<file path="config.mk">
export PLATFORM = sky130hd
export DESIGN_NAME = psd_pwm_switch_driver
export DESIGN_NICKNAME = d
export VERILOG_FILES = /design/src/logic/psd_pkg.sv /design/src/logic/psd_pwm_switch_driver.sv
export SDC_FILE = /design/constraint.sdc
export NUM_CORES = 1
export LEC_CHECK = 0
export BUFFER_PORTS_ARGS = -buffer_cell sky130_fd_sc_hd__buf_2
export CAP_MARGIN = 40
export CORE_MARGIN = 5
export CORE_UTILIZATION = 25
export CTS_CLUSTER_SIZE = 40
export DETAILED_ROUTE_END_ITERATION = 8
export PLACE_DENSITY_LB_ADDON = 0.08
export SLEW_MARGIN = 20
export SYNTH_ARGS = -nofsm -noshare
export SYNTH_HDL_FRONTEND = slang
export SYNTH_SLANG_ARGS = --single-unit
</file>
<file path="constraint.sdc">
create_clock -name mclk -period 3.35 [get_ports mclk]
set_input_delay 0.335 -clock mclk [delete_from_list [all_inputs] [get_ports mclk]]
set_output_delay 0.335 -clock mclk [all_outputs]
set_load 0.02 [all_outputs]
</file>
<file path="src/logic/psd_pkg.sv">
// Package for the pulse-width modulator and switch driver.
// Assumes a single 20 MHz clock and rate ticks that are synchronous to it.

package psd_pkg;

   // ------------------------------------------------------------
   // Register layouts
   // ------------------------------------------------------------

   // Control register, most significant field first; low six bits are unused.
   typedef struct packed {
      logic       modulator_enable;
      logic [2:0] input_rate_select;
      logic       switch_a_high_drive;
      logic       switch_a_low_drive;
      logic       switch_b_high_drive;
      logic       switch_b_low_drive;
      logic       first_changeover_drive;
      logic       second_changeover_drive;
      logic [5:0] unused;
   } psd_ctrl_type;

   // High-time count in the upper byte, period count in the lower byte.
   typedef struct packed {
      logic [7:0] high_time_count;
      logic [7:0] period_count;
   } psd_thtp_type;

   // ------------------------------------------------------------
   // Reset values and encodings
   // ------------------------------------------------------------

   localparam logic [15:0] PSD_CTRL_RESET  = 16'h0000;
   localparam logic [15:0] PSD_THTP_RESET  = 16'h0000;
   localparam logic [5:0]  PSD_UNUSED_READ = 6'h00;
   localparam logic [7:0]  PSD_COUNT_RESET = 8'h00;
   localparam logic [7:0]  PSD_COUNT_ONE   = 8'h01;

   // Input-rate codes 0 to 2 need the fast internal clock; the rest do not.
   localparam logic [2:0]  PSD_LAST_FAST_RATE = 3'h2;
   localparam int          PSD_RATE_COUNT     = 8;
   localparam int          PSD_USER_PINS      = 4;

   // Input rates in kHz, indexed by the input-rate select code.
   localparam real PSD_RATE_KHZ [PSD_RATE_COUNT] =
      '{4915.2, 2457.6, 1228.8, 32.768, 8.192, 1.024, 0.256, 0.032};

   // Clock of the block in MHz; every rate above is slower than it.
   localparam real PSD_MCLK_MHZ = 20.0;

endpackage : psd_pkg

</file>
<file path="src/logic/psd_pwm_switch_driver.sv">
// Eight-bit pulse-width modulator with analog, changeover and user-pin drive.
// Assumes the serial register port decodes its own address and gives one-cycle
// write strobes, and that all rate ticks and switch inputs are synchronous to mclk.

`timescale 1ns/1ps

module psd_pwm_switch_driver
   import psd_pkg::*;
(
   input  wire logic                  mclk,                      // Block clock, 20 MHz.
   input  wire logic                  rst,                       // Asynchronous reset, active high.
   input  wire logic                  ctrl_wr,                   // One-cycle write strobe, control register.
   input  wire logic                  thtp_wr,                   // One-cycle write strobe, high-time and period.
   input  wire logic [15:0]           wdata,                     // Write data for either register.
   output psd_pkg::psd_ctrl_type      ctrl_rdata,                // Control register read value.
   output psd_pkg::psd_thtp_type      thtp_rdata,                // High-time and period read value.
   input  wire logic [7:0]            rate_tick,                 // One-cycle ticks, one per input rate.
   input  wire logic                  sleep_mode,                // High while the device sleeps.
   input  wire logic                  sleep_run_enable,          // Sleep-run bit from the sleep setup.
   input  wire logic [1:0]            first_changeover_setting,  // Static setting of first changeover.
   input  wire logic                  first_changeover_pin_req,  // User pin request for first changeover.
   input  wire logic [1:0]            second_changeover_setting, // Static setting of second changeover.
   input  wire logic                  second_changeover_pin_req, // User pin request for second changeover.
   input  wire logic [3:0]            user_pin_pwm_sel,          // Pins whose mode is modulator output.
   input  wire logic [3:0]            user_pin_assert_level,     // Per-pin assertion level.
   output logic                       pwm_out,                   // True modulator phase, high when on.
   output logic                       analog_switch_a,           // High closes switch A.
   output logic                       switch_a_pwm_active,       // High while modulator controls A.
   output logic                       analog_switch_b,           // High closes switch B.
   output logic                       switch_b_pwm_active,       // High while modulator controls B.
   output logic                       first_changeover_switch,   // First changeover position.
   output logic                       second_changeover_switch,  // Second changeover position.
   output logic [3:0]                 user_pin,                  // Driven level of each user pin.
   output logic [3:0]                 user_pin_drive             // High where the modulator drives a pin.
);
   import psd_pkg::*;

   // ------------------------------------------------------------
   // Registers
   // ------------------------------------------------------------

   psd_ctrl_type ctrl_reg;
   psd_thtp_type thtp_reg;
   logic [7:0]   count_reg;
   logic [7:0]   count_next;
   logic         pwm_on_reg;
   logic         pwm_on_next;
   logic         run_en;
   logic         rate_ok;
   logic         run_ok;
   logic         tick;

   // Writes land whole; the unused low bits are dropped so they read zero.
   always_ff @(posedge mclk or posedge rst)
   begin
      if (rst)
      begin
         ctrl_reg <= psd_ctrl_type'(PSD_CTRL_RESET);
      end
      else if (ctrl_wr)
      begin
         ctrl_reg <= psd_ctrl_type'({wdata[15:6], PSD_UNUSED_READ});
      end
   end

   // A new count pair lands whole, so high time and period never mix old and new.
   always_ff @(posedge mclk or posedge rst)
   begin
      if (rst)
      begin
         thtp_reg <= psd_thtp_type'(PSD_THTP_RESET);
      end
      else if (thtp_wr)
      begin
         thtp_reg <= psd_thtp_type'(wdata);
      end
   end

   // Read values come straight from the flops.
   assign ctrl_rdata = ctrl_reg;
   assign thtp_rdata = thtp_reg;

   // ------------------------------------------------------------
   // Modulator core
   // ------------------------------------------------------------

   // In sleep the sleep-run bit takes over; fast rates die with the fast clock.
   assign run_en  = sleep_mode ? sleep_run_enable : ctrl_reg.modulator_enable;
   assign rate_ok = !(sleep_mode && (ctrl_reg.input_rate_select <= PSD_LAST_FAST_RATE));
   assign run_ok  = run_en && rate_ok;
   assign tick    = rate_tick[ctrl_reg.input_rate_select];

   // A period shortened below the running count ends at the next tick rather
   // than running on through 255, which keeps a rewrite glitch to one period.
   always_comb
   begin
      count_next = count_reg;
      if (!run_ok)
      begin
         count_next = PSD_COUNT_RESET;
      end
      else if (tick)
      begin
         if (count_reg >= thtp_reg.period_count)
         begin
            count_next = PSD_COUNT_RESET;
         end
         else
         begin
            count_next = count_reg + PSD_COUNT_ONE;
         end
      end
   end

   // On phase covers counts zero through the high-time count; a zero high-time count gives no on phase.
   always_comb
   begin
      pwm_on_next = run_ok
                 && (thtp_reg.high_time_count != PSD_COUNT_RESET)
                 && (count_next <= thtp_reg.high_time_count);
   end

   // Period counter.
   always_ff @(posedge mclk or posedge rst)
   begin
      if (rst)
      begin
         count_reg <= PSD_COUNT_RESET;
      end
      else
      begin
         count_reg <= count_next;
      end
   end

   // Phase flop, so the output never glitches while the count settles.
   always_ff @(posedge mclk or posedge rst)
   begin
      if (rst)
      begin
         pwm_on_reg <= 1'b0;
      end
      else
      begin
         pwm_on_reg <= pwm_on_next;
      end
   end

   assign pwm_out = pwm_on_reg;

   // ------------------------------------------------------------
   // Switch drive
   // ------------------------------------------------------------

   // Analog switches: the drive bits pick the phase that closes the switch.
   // With both bits equal the switch is left open and flagged as not driven.
   always_ff @(posedge mclk or posedge rst)
   begin
      if (rst)
      begin
         analog_switch_a     <= 1'b0;
         switch_a_pwm_active <= 1'b0;
         analog_switch_b     <= 1'b0;
         switch_b_pwm_active <= 1'b0;
      end
      else
      begin
         switch_a_pwm_active <= ctrl_reg.switch_a_high_drive ^ ctrl_reg.switch_a_low_drive;
         analog_switch_a     <= (ctrl_reg.switch_a_high_drive && !ctrl_reg.switch_a_low_drive
                                 && pwm_on_reg)
                             || (ctrl_reg.switch_a_low_drive && !ctrl_reg.switch_a_high_drive
                                 && !pwm_on_reg);
         switch_b_pwm_active <= ctrl_reg.switch_b_high_drive ^ ctrl_reg.switch_b_low_drive;
         analog_switch_b     <= (ctrl_reg.switch_b_high_drive && !ctrl_reg.switch_b_low_drive
                                 && pwm_on_reg)
                             || (ctrl_reg.switch_b_low_drive && !ctrl_reg.switch_b_high_drive
                                 && !pwm_on_reg);
      end
   end

   // Changeover switches take no inversion; the true phase is ORed in with bit 0
   // of the static setting and any pin request. Polarity is set by external wiring.
   always_ff @(posedge mclk or posedge rst)
   begin
      if (rst)
      begin
         first_changeover_switch  <= 1'b0;
         second_changeover_switch <= 1'b0;
      end
      else
      begin
         first_changeover_switch  <= first_changeover_setting[0] || first_changeover_pin_req
                                  || (ctrl_reg.first_changeover_drive && pwm_on_reg);
         second_changeover_switch <= second_changeover_setting[0] || second_changeover_pin_req
                                  || (ctrl_reg.second_changeover_drive && pwm_on_reg);
      end
   end

   // User pins: the on phase shows as the pin's assertion level.
   generate
      for (genvar p = 0; p < PSD_USER_PINS; p++)
      begin : g_user_pin
         always_ff @(posedge mclk or posedge rst)
         begin
            if (rst)
            begin
               user_pin[p]       <= 1'b0;
               user_pin_drive[p] <= 1'b0;
            end
            else
            begin
               user_pin_drive[p] <= user_pin_pwm_sel[p];
               user_pin[p]       <= pwm_on_reg ? user_pin_assert_level[p]
                                               : !user_pin_assert_level[p];
            end
         end
      end
   endgenerate
endmodule : psd_pwm_switch_driver

</file>
== Word level (Yosys, flattened, before mapping) ==
Index checks and enable logic that the tools add are counted.

* Order comparisons: 4
* Mux-type cells: 10
* Add/subtract/negate cells: 1
* Bitwise operators: 2
* Reduce and logical (&&, ||, !) cells: 31

{| class="wikitable"
|+ Operators by type and width
! operator !! number
|-
| 2-to-1 mux 8 bit || 3
|-
| logical AND 1 bit || 14
|-
| logical NOT 1 bit || 10
|-
| adder 8 x 1 -> 8 bit, second input constant || 1
|-
| greater-or-equal comparator 8 bit || 1
|-
| <= comparator 8 bit || 1
|-
| nonzero test 8 bit || 1
|-
| logical OR 1 bit || 6
|-
| 2-to-1 mux 1 bit || 6
|-
| < comparator 3 x 4 -> 1 bit, second input constant || 1
|-
| binary-select mux 1 bit (select 3 bit) || 1
|-
| <= comparator 3 x 2 -> 1 bit, second input constant || 1
|-
| bitwise XOR 1 bit || 2
|}

* Input bits: 44
* Word-level logic and storage cells: 74
* Register bits after elaboration: 49

== Depth between registers and ports, before layout ==
Gate-level depths: netlist (run 1).

* Depth after elaboration: 7
* Gate-level depth with buffers: 14
* Mapped depth without buffers: 13

== Least setup slack after synthesis (run 1) ==
OpenSTA, ideal clock, no wires.

* Path kind: register to register
* Start: register thtp_reg, in the netlist thtp_rdata[2]
* End: register pwm_on_reg (netlist: pwm_out)
* Cell stages (with the launch flop): 15
* Data arrival time: 2.801 ns
* Setup slack: 0.482 ns
* Path buffers: 1
* Cells stage by stage: dfrtp_1 -> inv_1 -> ha_1 -> and3_1 -> o21ai_1 -> a311o_1 -> clkbuf_1 -> nand4_1 -> a31oi_1 -> ha_1 -> a21o_1 -> a21oi_1 -> nor2b_1 -> o22ai_1 -> o311a_1

* Longest elaborated chain between the ends: 6

{| class="wikitable"
|+ RTL lines
! element !! line !! RTL
|-
| from (decl) || psd_pwm_switch_driver.sv:43 || <nowiki>psd_thtp_type thtp_reg;</nowiki>
|-
| from (signal assigned) || psd_pwm_switch_driver.sv:71 || <nowiki>thtp_reg <= psd_thtp_type'(PSD_THTP_RESET);</nowiki>
|-
| from (signal assigned) || psd_pwm_switch_driver.sv:75 || <nowiki>thtp_reg <= psd_thtp_type'(wdata);</nowiki>
|-
| greater-or-equal comparator 8 bit || psd_pwm_switch_driver.sv:104 || <nowiki>if (count_reg >= thtp_reg.period_count)</nowiki>
|-
| 2-to-1 mux 8 bit || psd_pwm_switch_driver.sv:104 ||
|-
| 2-to-1 mux 8 bit || psd_pwm_switch_driver.sv:102 || <nowiki>else if (tick)</nowiki>
|-
| 2-to-1 mux 8 bit || psd_pwm_switch_driver.sv:98 || <nowiki>if (!run_ok)</nowiki>
|-
| via count_next[5] || psd_pwm_switch_driver.sv:45 || <nowiki>logic [7:0] count_next;</nowiki>
|-
| <= comparator 8 bit || psd_pwm_switch_driver.sv:120 || <nowiki>&& (count_next <= thtp_reg.high_time_count);</nowiki>
|-
| logical AND 1 bit || psd_pwm_switch_driver.sv:120 ||
|-
| via pwm_on_next || psd_pwm_switch_driver.sv:47 || <nowiki>logic pwm_on_next;</nowiki>
|-
| to (signal assigned) || psd_pwm_switch_driver.sv:145 || <nowiki>pwm_on_reg <= pwm_on_next;</nowiki>
|-
| to (decl) || psd_pwm_switch_driver.sv:46 || <nowiki>logic pwm_on_reg;</nowiki>
|}

The timed path passes the listed nets, and every way through them passes these cells.
A chain may end at the register's enable or synchronous reset.

== Worst setup path after layout (run 1) ==
* Start: register count_reg[2]
* End: register pwm_on_reg (netlist: pwm_out)

* Longest elaborated chain between the ends: 6

{| class="wikitable"
|+ RTL lines
! element !! line !! RTL
|-
| from (decl) || psd_pwm_switch_driver.sv:44 || <nowiki>logic [7:0] count_reg;</nowiki>
|-
| from (signal assigned) || psd_pwm_switch_driver.sv:132 || <nowiki>count_reg <= count_next;</nowiki>
|-
| adder 8 x 1 -> 8 bit or greater-or-equal comparator 8 bit (tied branches) || psd_pwm_switch_driver.sv:110, psd_pwm_switch_driver.sv:104 ||
|-
| 2-to-1 mux 8 bit * || psd_pwm_switch_driver.sv:104 ||
|-
| 2-to-1 mux 8 bit * || psd_pwm_switch_driver.sv:102 ||
|-
| 2-to-1 mux 8 bit * || psd_pwm_switch_driver.sv:98 ||
|-
| via count_next[5] || psd_pwm_switch_driver.sv:45 ||
|-
| <= comparator 8 bit * || psd_pwm_switch_driver.sv:120 ||
|-
| logical AND 1 bit * || psd_pwm_switch_driver.sv:120 ||
|-
| via pwm_on_next || psd_pwm_switch_driver.sv:47 ||
|}

The timed path passes the listed nets; every way through them passes the cells marked *.

==> results.py, run 1 <==
metrics = {
    "final_layout": {
        "fin_area_um2": 3100,
        "stdcell_count": 452,
        "drive_gt1_share_pct": 31.3,
        "diodes": 0,
        "area_growth_pct": 25.4,
        "largest_reg_flops": 16,
        "layout.nets": 383,
        "post-route-util_pct": 31.9,
    },
    "global_route": {
        "track_usage_pct": 10.6,
        "grt_pass1_wl_mm": 9.83,
        "grt_pass1_vias": 2032,
        "antenna_found_initial": 0,
        "gr-total-overflow": 0,
        "grt_max_degree": 34,
    },
    "floorplan": {
        "fp.dieW_um": 109,
        "io_pins": 91,
        "die-area_um2": 12000,
        "floorplan.initialDensity_pct": 25.4,
        "die_h_um": 109,
        "rows": 36,
        "coreArea_um2": 9730,
    },
    "detailed_routing": {
        "drt-initial-drc-count": 45,
        "vias_per_cell": 4.37,
        "wl_per_cell_um": 13.5,
        "drt_first_pass_iters": 4,
        "drtAntennaViolNets": 0,
        "remaining_drc_errors": 0,
        "finalWirelength_mm": 6.11,
        "vias": 1973,
    },
    "cts": {
        "htreeDepth": 2,
        "cts_setup_buffers": 0,
        "cts_num_sinks": 49,
        "clk_latency_ns": 0.31,
        "clock-root-buffer": "clkbuf_8",
        "cts_made_buffers": 5,
        "ctsHoldBuffers": 0,
        "tritoncts": "yes",
        "cts.path.max_buffers": 2,
        "cts_resized": 0,
        "clk_pin_slew_worst_paths_ns": 0.11,
    },
    "placed_design": {
        "portBuffers": 82,
        "gp_congestion": 0.711,
        "dp_hpwl_mm": 4.71,
        "post-place-cells": 444,
        "dpl_cell_area_um2": 3010,
    },
    "setup_path": {
        "start_kind": "flip-flop",
        "crit_type": "flip-flop to flip-flop",
        "required_ns": 3.61,
        "cp_max_fo": 13,
        "cp.arrival_ns": 3.28,
        "critPathCaptureType": "flip-flop",
    },
    "sta": {
        "tightestPinTransition_ns": 0.717,
        "slew_violations": 0,
        "holdWs_ns": 0.126,
        "hold_viol": 0,
        "period_share_pct": 90.2,
        "fin_crit_ns": 3.02,
        "rsz0062_at_grt": "no",
        "fin_worst_skew_ns": 0.0149,
        "setup_viol": 0,
        "finalSetupTns_ns": 0,
        "fmax_ghz": 0.331,
        "relSlewSlack_pct": 52.1,
    },
    "power_and_ir_drop": {
        "p_leak_nw": 1.52,
        "ir_drop_v": 0.000172,
        "pwr_density_cell_nw_per_um2": 443,
    },
    "synth": {
        "yosysWarnings": 0,
        "ys.flop_type": "dfrtp_1",
        "synth_edf_count": 0,
        "ys_async_sr_fraction_pct": 100,
        "synth_area_um2": 2470,
        "synth-seq-area-share_pct": 49.5,
        "yosysUniqueCellTypes": 40,
        "ys_seq_elements": 49,
        "synth.avg_cell_area_um2": 10.5,
        "synthCells": 235,
    },
    "flow_run": {
        "max_cap_violations": 0,
    },
    "worst_hold_path": {
        "hold_class": "input pin to asynchronous set/reset pin",
    },
    "status": {
        "status": "complete, no violations",
    },
}
[report_power, final]
| part | switching [mW] | leakage [nW] | internal [mW] |
|---|---|---|---|
| clock network | 0.228 | 0.0447 | 0.151 |
| registers | 0.0383 | 0.598 | 0.644 |
| logic | 0.194 | 0.875 | 0.120 |
| total | 0.460 | 1.52 | 0.915 |
[cell usage in the layout, fill, tap and decap left out, types with 2 or more instances in the layout]
master / count
xnor2_1: 4
nand4_1: 5
conb_1: 6
buf_4: 3
nor2_1: 3
ha_1: 21
o21ai_0: 14
dfrtp_1: 49
inv_1: 21
nor3_1: 3
a21o_1: 2
buf_2: 82
mux4_2: 2
nor4_1: 4
a31oi_1: 5
a21oi_1: 8
nand2_1: 30
a211o_1: 2
nand3_1: 7
o21ai_1: 6
nor2b_1: 5
mux2_1: 10
o211ai_1: 2
clkbuf_8: 5
[final cells by class]
class	count	area, µm²
clock buffers	5	68.8
clock inverters	3	25.0
fillers	1043	6630
inverters	23	86.3
multi-input cells	154	1100
flip-flops and latches	49	1230
well taps	133	166
repair buffers	85	433
[Yosys cell counts (2+ instances only)]
cell type  instances  area (µm²)
clkbuf_1           7        26.3
o21ai_1            6        30.0
nand3_1            7        35.0
xnor2_1            4        35.0
nor2b_1            5        31.3
nor2_1             3        11.3
dfrtp_1           49        1230
a31oi_1            5        31.3
a21o_1             2        15.0
nand4_1            5        31.3
mux4_2             2        45.0
o211ai_1           2        15.0
nor4_1             4        25.0
buf_4              6        45.0
a211o_1            2        17.5
inv_1             22        82.6
a21oi_1            8        40.0
mux2_1            10         113
o21ai_0           14        70.1
nand2_1           30         113
ha_1              21         263
nor3_1             3        15.0
[final timing paths]
check,from,end,slack (ns),cells past startpoint
setup / recovery,count_reg[2],pwm_out,0.33,12
hold / removal,rst,switch_a_pwm_active,0.13,2
max in group asynchronous,rst,count_reg[5],2.48,3
hold reg to reg,ctrl_rdata[6],second_changeover_switch,0.52,1
min in group mclk,user_pin_pwm_sel[1],user_pin_drive[1],0.13,1
setup reg to reg,count_reg[2],pwm_out,0.33,12
[routing by layer]
layer  GRT usage, %  share of wire (%)
met3           2.76                7.2
met4           2.94                1.2
met2           18.2                 47
met5              0                  0
met1           13.0                 45
[critical path, stage by stage, from the launching register on]
cell and delay (ns):
dfrtp_1 0.46, ha_1 0.31, and3_1 0.18, o21ai_1 0.11
a311o_1 0.52, nand4_1 0.15, a31oi_1 0.26, ha_1 0.28
a21o_1 0.18, a21oi_1 0.13, nor2b_1 0.06, o22ai_1 0.13
o311a_1 0.18
[kinds of logic (layout without fill, tap and decap cells)]
group	after synthesis	after routing	share of synthesized area, %
buffers and inverters	37	116	6.82
AOI/OAI and AO/OA	47	47	11.8
xor gates and xnor gates	4	4	1.42
adders and majority gates	21	21	10.6
DFF	49	49	49.5
other	1	6	0.152
and+or+nand+nor	63	63	12.4
muxes	13	13	7.28
[through the flow]
| stage | setup slack, ns | power (mW) |
|---|---|---|
| after floorplan | 0.482 | 0.902 |
| after global placement | 0.337 | 1.02 |
| after detailed placement | 0.341 | 1.02 |
| after CTS | 0.310 | 1.41 |
| after global routing | 0.0536 | 1.46 |
| final | 0.329 | 1.37 |
Note: power is estimated with default switching activity, not from simulation.
==> run 2: changes to the inputs <==
Settings changed: RECOVER_POWER from default to 50.
==> run 2 against run 1 <==
Register-to-register slack hardly changed. Final cell count unchanged. Sequential share of layout area rose by 0.064 points. Cell area down 0.16%. Critical endpoint unchanged. Clock skew fell by 0.0010 ns. Power shrank 0.16%. Sequential power about the same.
==> results.py, run 2 (synthesis gave the netlist of run 1 again) <==
metrics = {
    "sta": {
        "relSlewSlack_pct": 13.8,
        "slew_violations": 0,
        "fin_worst_skew_ns": 0.0139,
        "tightestPinTransition_ns": 1.29,
        "hold_viol": 0,
        "period_share_pct": 90.2,
        "setup_viol": 0,
        "finalSetupTns_ns": 0,
        "rsz0062_at_grt": "no",
        "fmax_ghz": 0.331,
        "fin_crit_ns": 3.02,
    },
    "placed_design": {
        "portBuffers": 82,
        "gp_congestion": 0.711,
        "dp_hpwl_mm": 4.71,
        "dpl_cell_area_um2": 3010,
    },
    "floorplan": {
        "fp.dieW_um": 109,
        "rows": 36,
        "floorplan.initialDensity_pct": 25.4,
        "die_h_um": 109,
        "coreArea_um2": 9730,
        "die-area_um2": 12000,
        "io_pins": 91,
    },
    "worst_hold_path": {
        "hold_class": "input pin to flip-flop",
        "hp-start": "user_pin_pwm_sel[1]",
    },
    "detailed_routing": {
        "finalWirelength_mm": 6.11,
        "drtAntennaViolNets": 0,
        "vias": 1972,
        "met2_length_mm": 2.88,
        "remaining_drc_errors": 0,
        "vias_per_cell": 4.36,
        "met1Wirelength_mm": 2.72,
        "wl_met3_um": 442,
        "drt-initial-drc-count": 46,
        "wl_per_cell_um": 13.5,
        "top_layer": "met4",
        "drt_first_pass_iters": 4,
    },
    "setup_path": {
        "cp.arrival_ns": 3.28,
        "critPathLaunch": "count_reg[2]",
        "reg2reg_from": "count_reg[2]",
        "critPathCaptureType": "flip-flop",
        "required_ns": 3.61,
        "cp_max_fo": 13,
        "start_kind": "flip-flop",
        "crit_type": "flip-flop to flip-flop",
    },
    "cts": {
        "cts_setup_buffers": 0,
        "clock-root-buffer": "clkbuf_8",
        "cts_resized": 0,
        "ctsHoldBuffers": 0,
        "cts_made_buffers": 5,
        "htreeDepth": 2,
        "clk_pin_slew_worst_paths_ns": 0.11,
        "tritoncts": "yes",
        "cts_num_sinks": 49,
        "cts.path.max_buffers": 2,
        "clk_latency_ns": 0.31,
    },
    "global_route": {
        "grt_pass1_wl_mm": 9.83,
        "grt_pass1_vias": 2032,
        "antenna_found_initial": 0,
        "gr-total-overflow": 0,
        "grt_max_degree": 34,
        "track_usage_pct": 10.6,
    },
    "status": {
        "status": "complete, no violations",
    },
    "final_layout": {
        "drive_gt1_share_pct": 30.4,
        "largest_reg_flops": 16,
        "diodes": 0,
        "post-route-util_pct": 31.9,
        "final_cell_mix": "buf_2, dfrtp_1, nand2_1, inv_1, ha_1",
        "nFillCells": 1044,
        "layout.nets": 383,
        "final_common_cell": "buf_2",
        "fin_area_um2": 3100,
        "area_growth_pct": 25.2,
    },
    "power_and_ir_drop": {
        "ir_drop_v": 0.000172,
        "p_leak_nw": 1.51,
        "pwr_density_cell_nw_per_um2": 443,
    },
    "flow_run": {
        "max_cap_violations": 0,
    },
}
[run 2: changes by cell type in the layout (fill, tap and decap cells not counted), sizes merged]
cell and delta:
buf -2, clkbuf +2
[run 2: final cells by class]
class / count / area (µm²) / share of cell area (%)
tap: 133 / 166 / 5.37
timing repair buffer: 85 / 428 / 13.8
sequential: 49 / 1230 / 39.6
inverter: 23 / 86.3 / 2.79
clock inverter: 3 / 25.0 / 0.807
clock buffer: 5 / 68.8 / 2.22
multi-input combinational: 154 / 1100 / 35.4
[run 2: layer usage]
layer  vias to the layer above  track usage (%)
li1                        966                -
met1                       935             13.0
met2                        64             18.2
met3                         7             2.76
met4                         0             2.94
met5                         -                0
[run 2: worst paths after layout]
path | endpoint | slack (ns) | cells after the start
setup / recovery | pwm_out | 0.33 | 12
hold / removal | user_pin_drive[1] | 0.13 | 1
setup reg to reg | pwm_out | 0.33 | 12
hold reg to reg | second_changeover_switch | 0.52 | 1
max in group asynchronous | count_reg[5] | 1.43 | 3
min in group asynchronous | user_pin[0] | 0.37 | 2
[run 2: report_power, final]
group,switching [mW],internal [mW]
combinational,0.193,0.119
clock,0.227,0.151
sequential,0.0383,0.644
total,0.458,0.914
[run 2: through the flow]
stage | worst slack, ns | instances | hold WS, ns | power, mW
final | 0.329 | 452 | 0.126 | 1.37
after global placement | 0.337 | 444 | 0.443 | 1.02
after global routing | 0.0536 | 452 | 0.115 | 1.46
after detailed placement | 0.341 | 444 | 0.445 | 1.02
after CTS | 0.310 | 452 | 0.116 | 1.41
after floorplan | 0.482 | 240 | 0.366 | 0.902
[run 2: critical path: stages, from the launching register on]
cell	delay [ns]
dfrtp_1	0.46
ha_1	0.31
and3_1	0.18
o21ai_1	0.11
a311o_1	0.52
nand4_1	0.15
a31oi_1	0.26
ha_1	0.28
a21o_1	0.18
a21oi_1	0.13
nor2b_1	0.06
o22ai_1	0.13
o311a_1	0.18
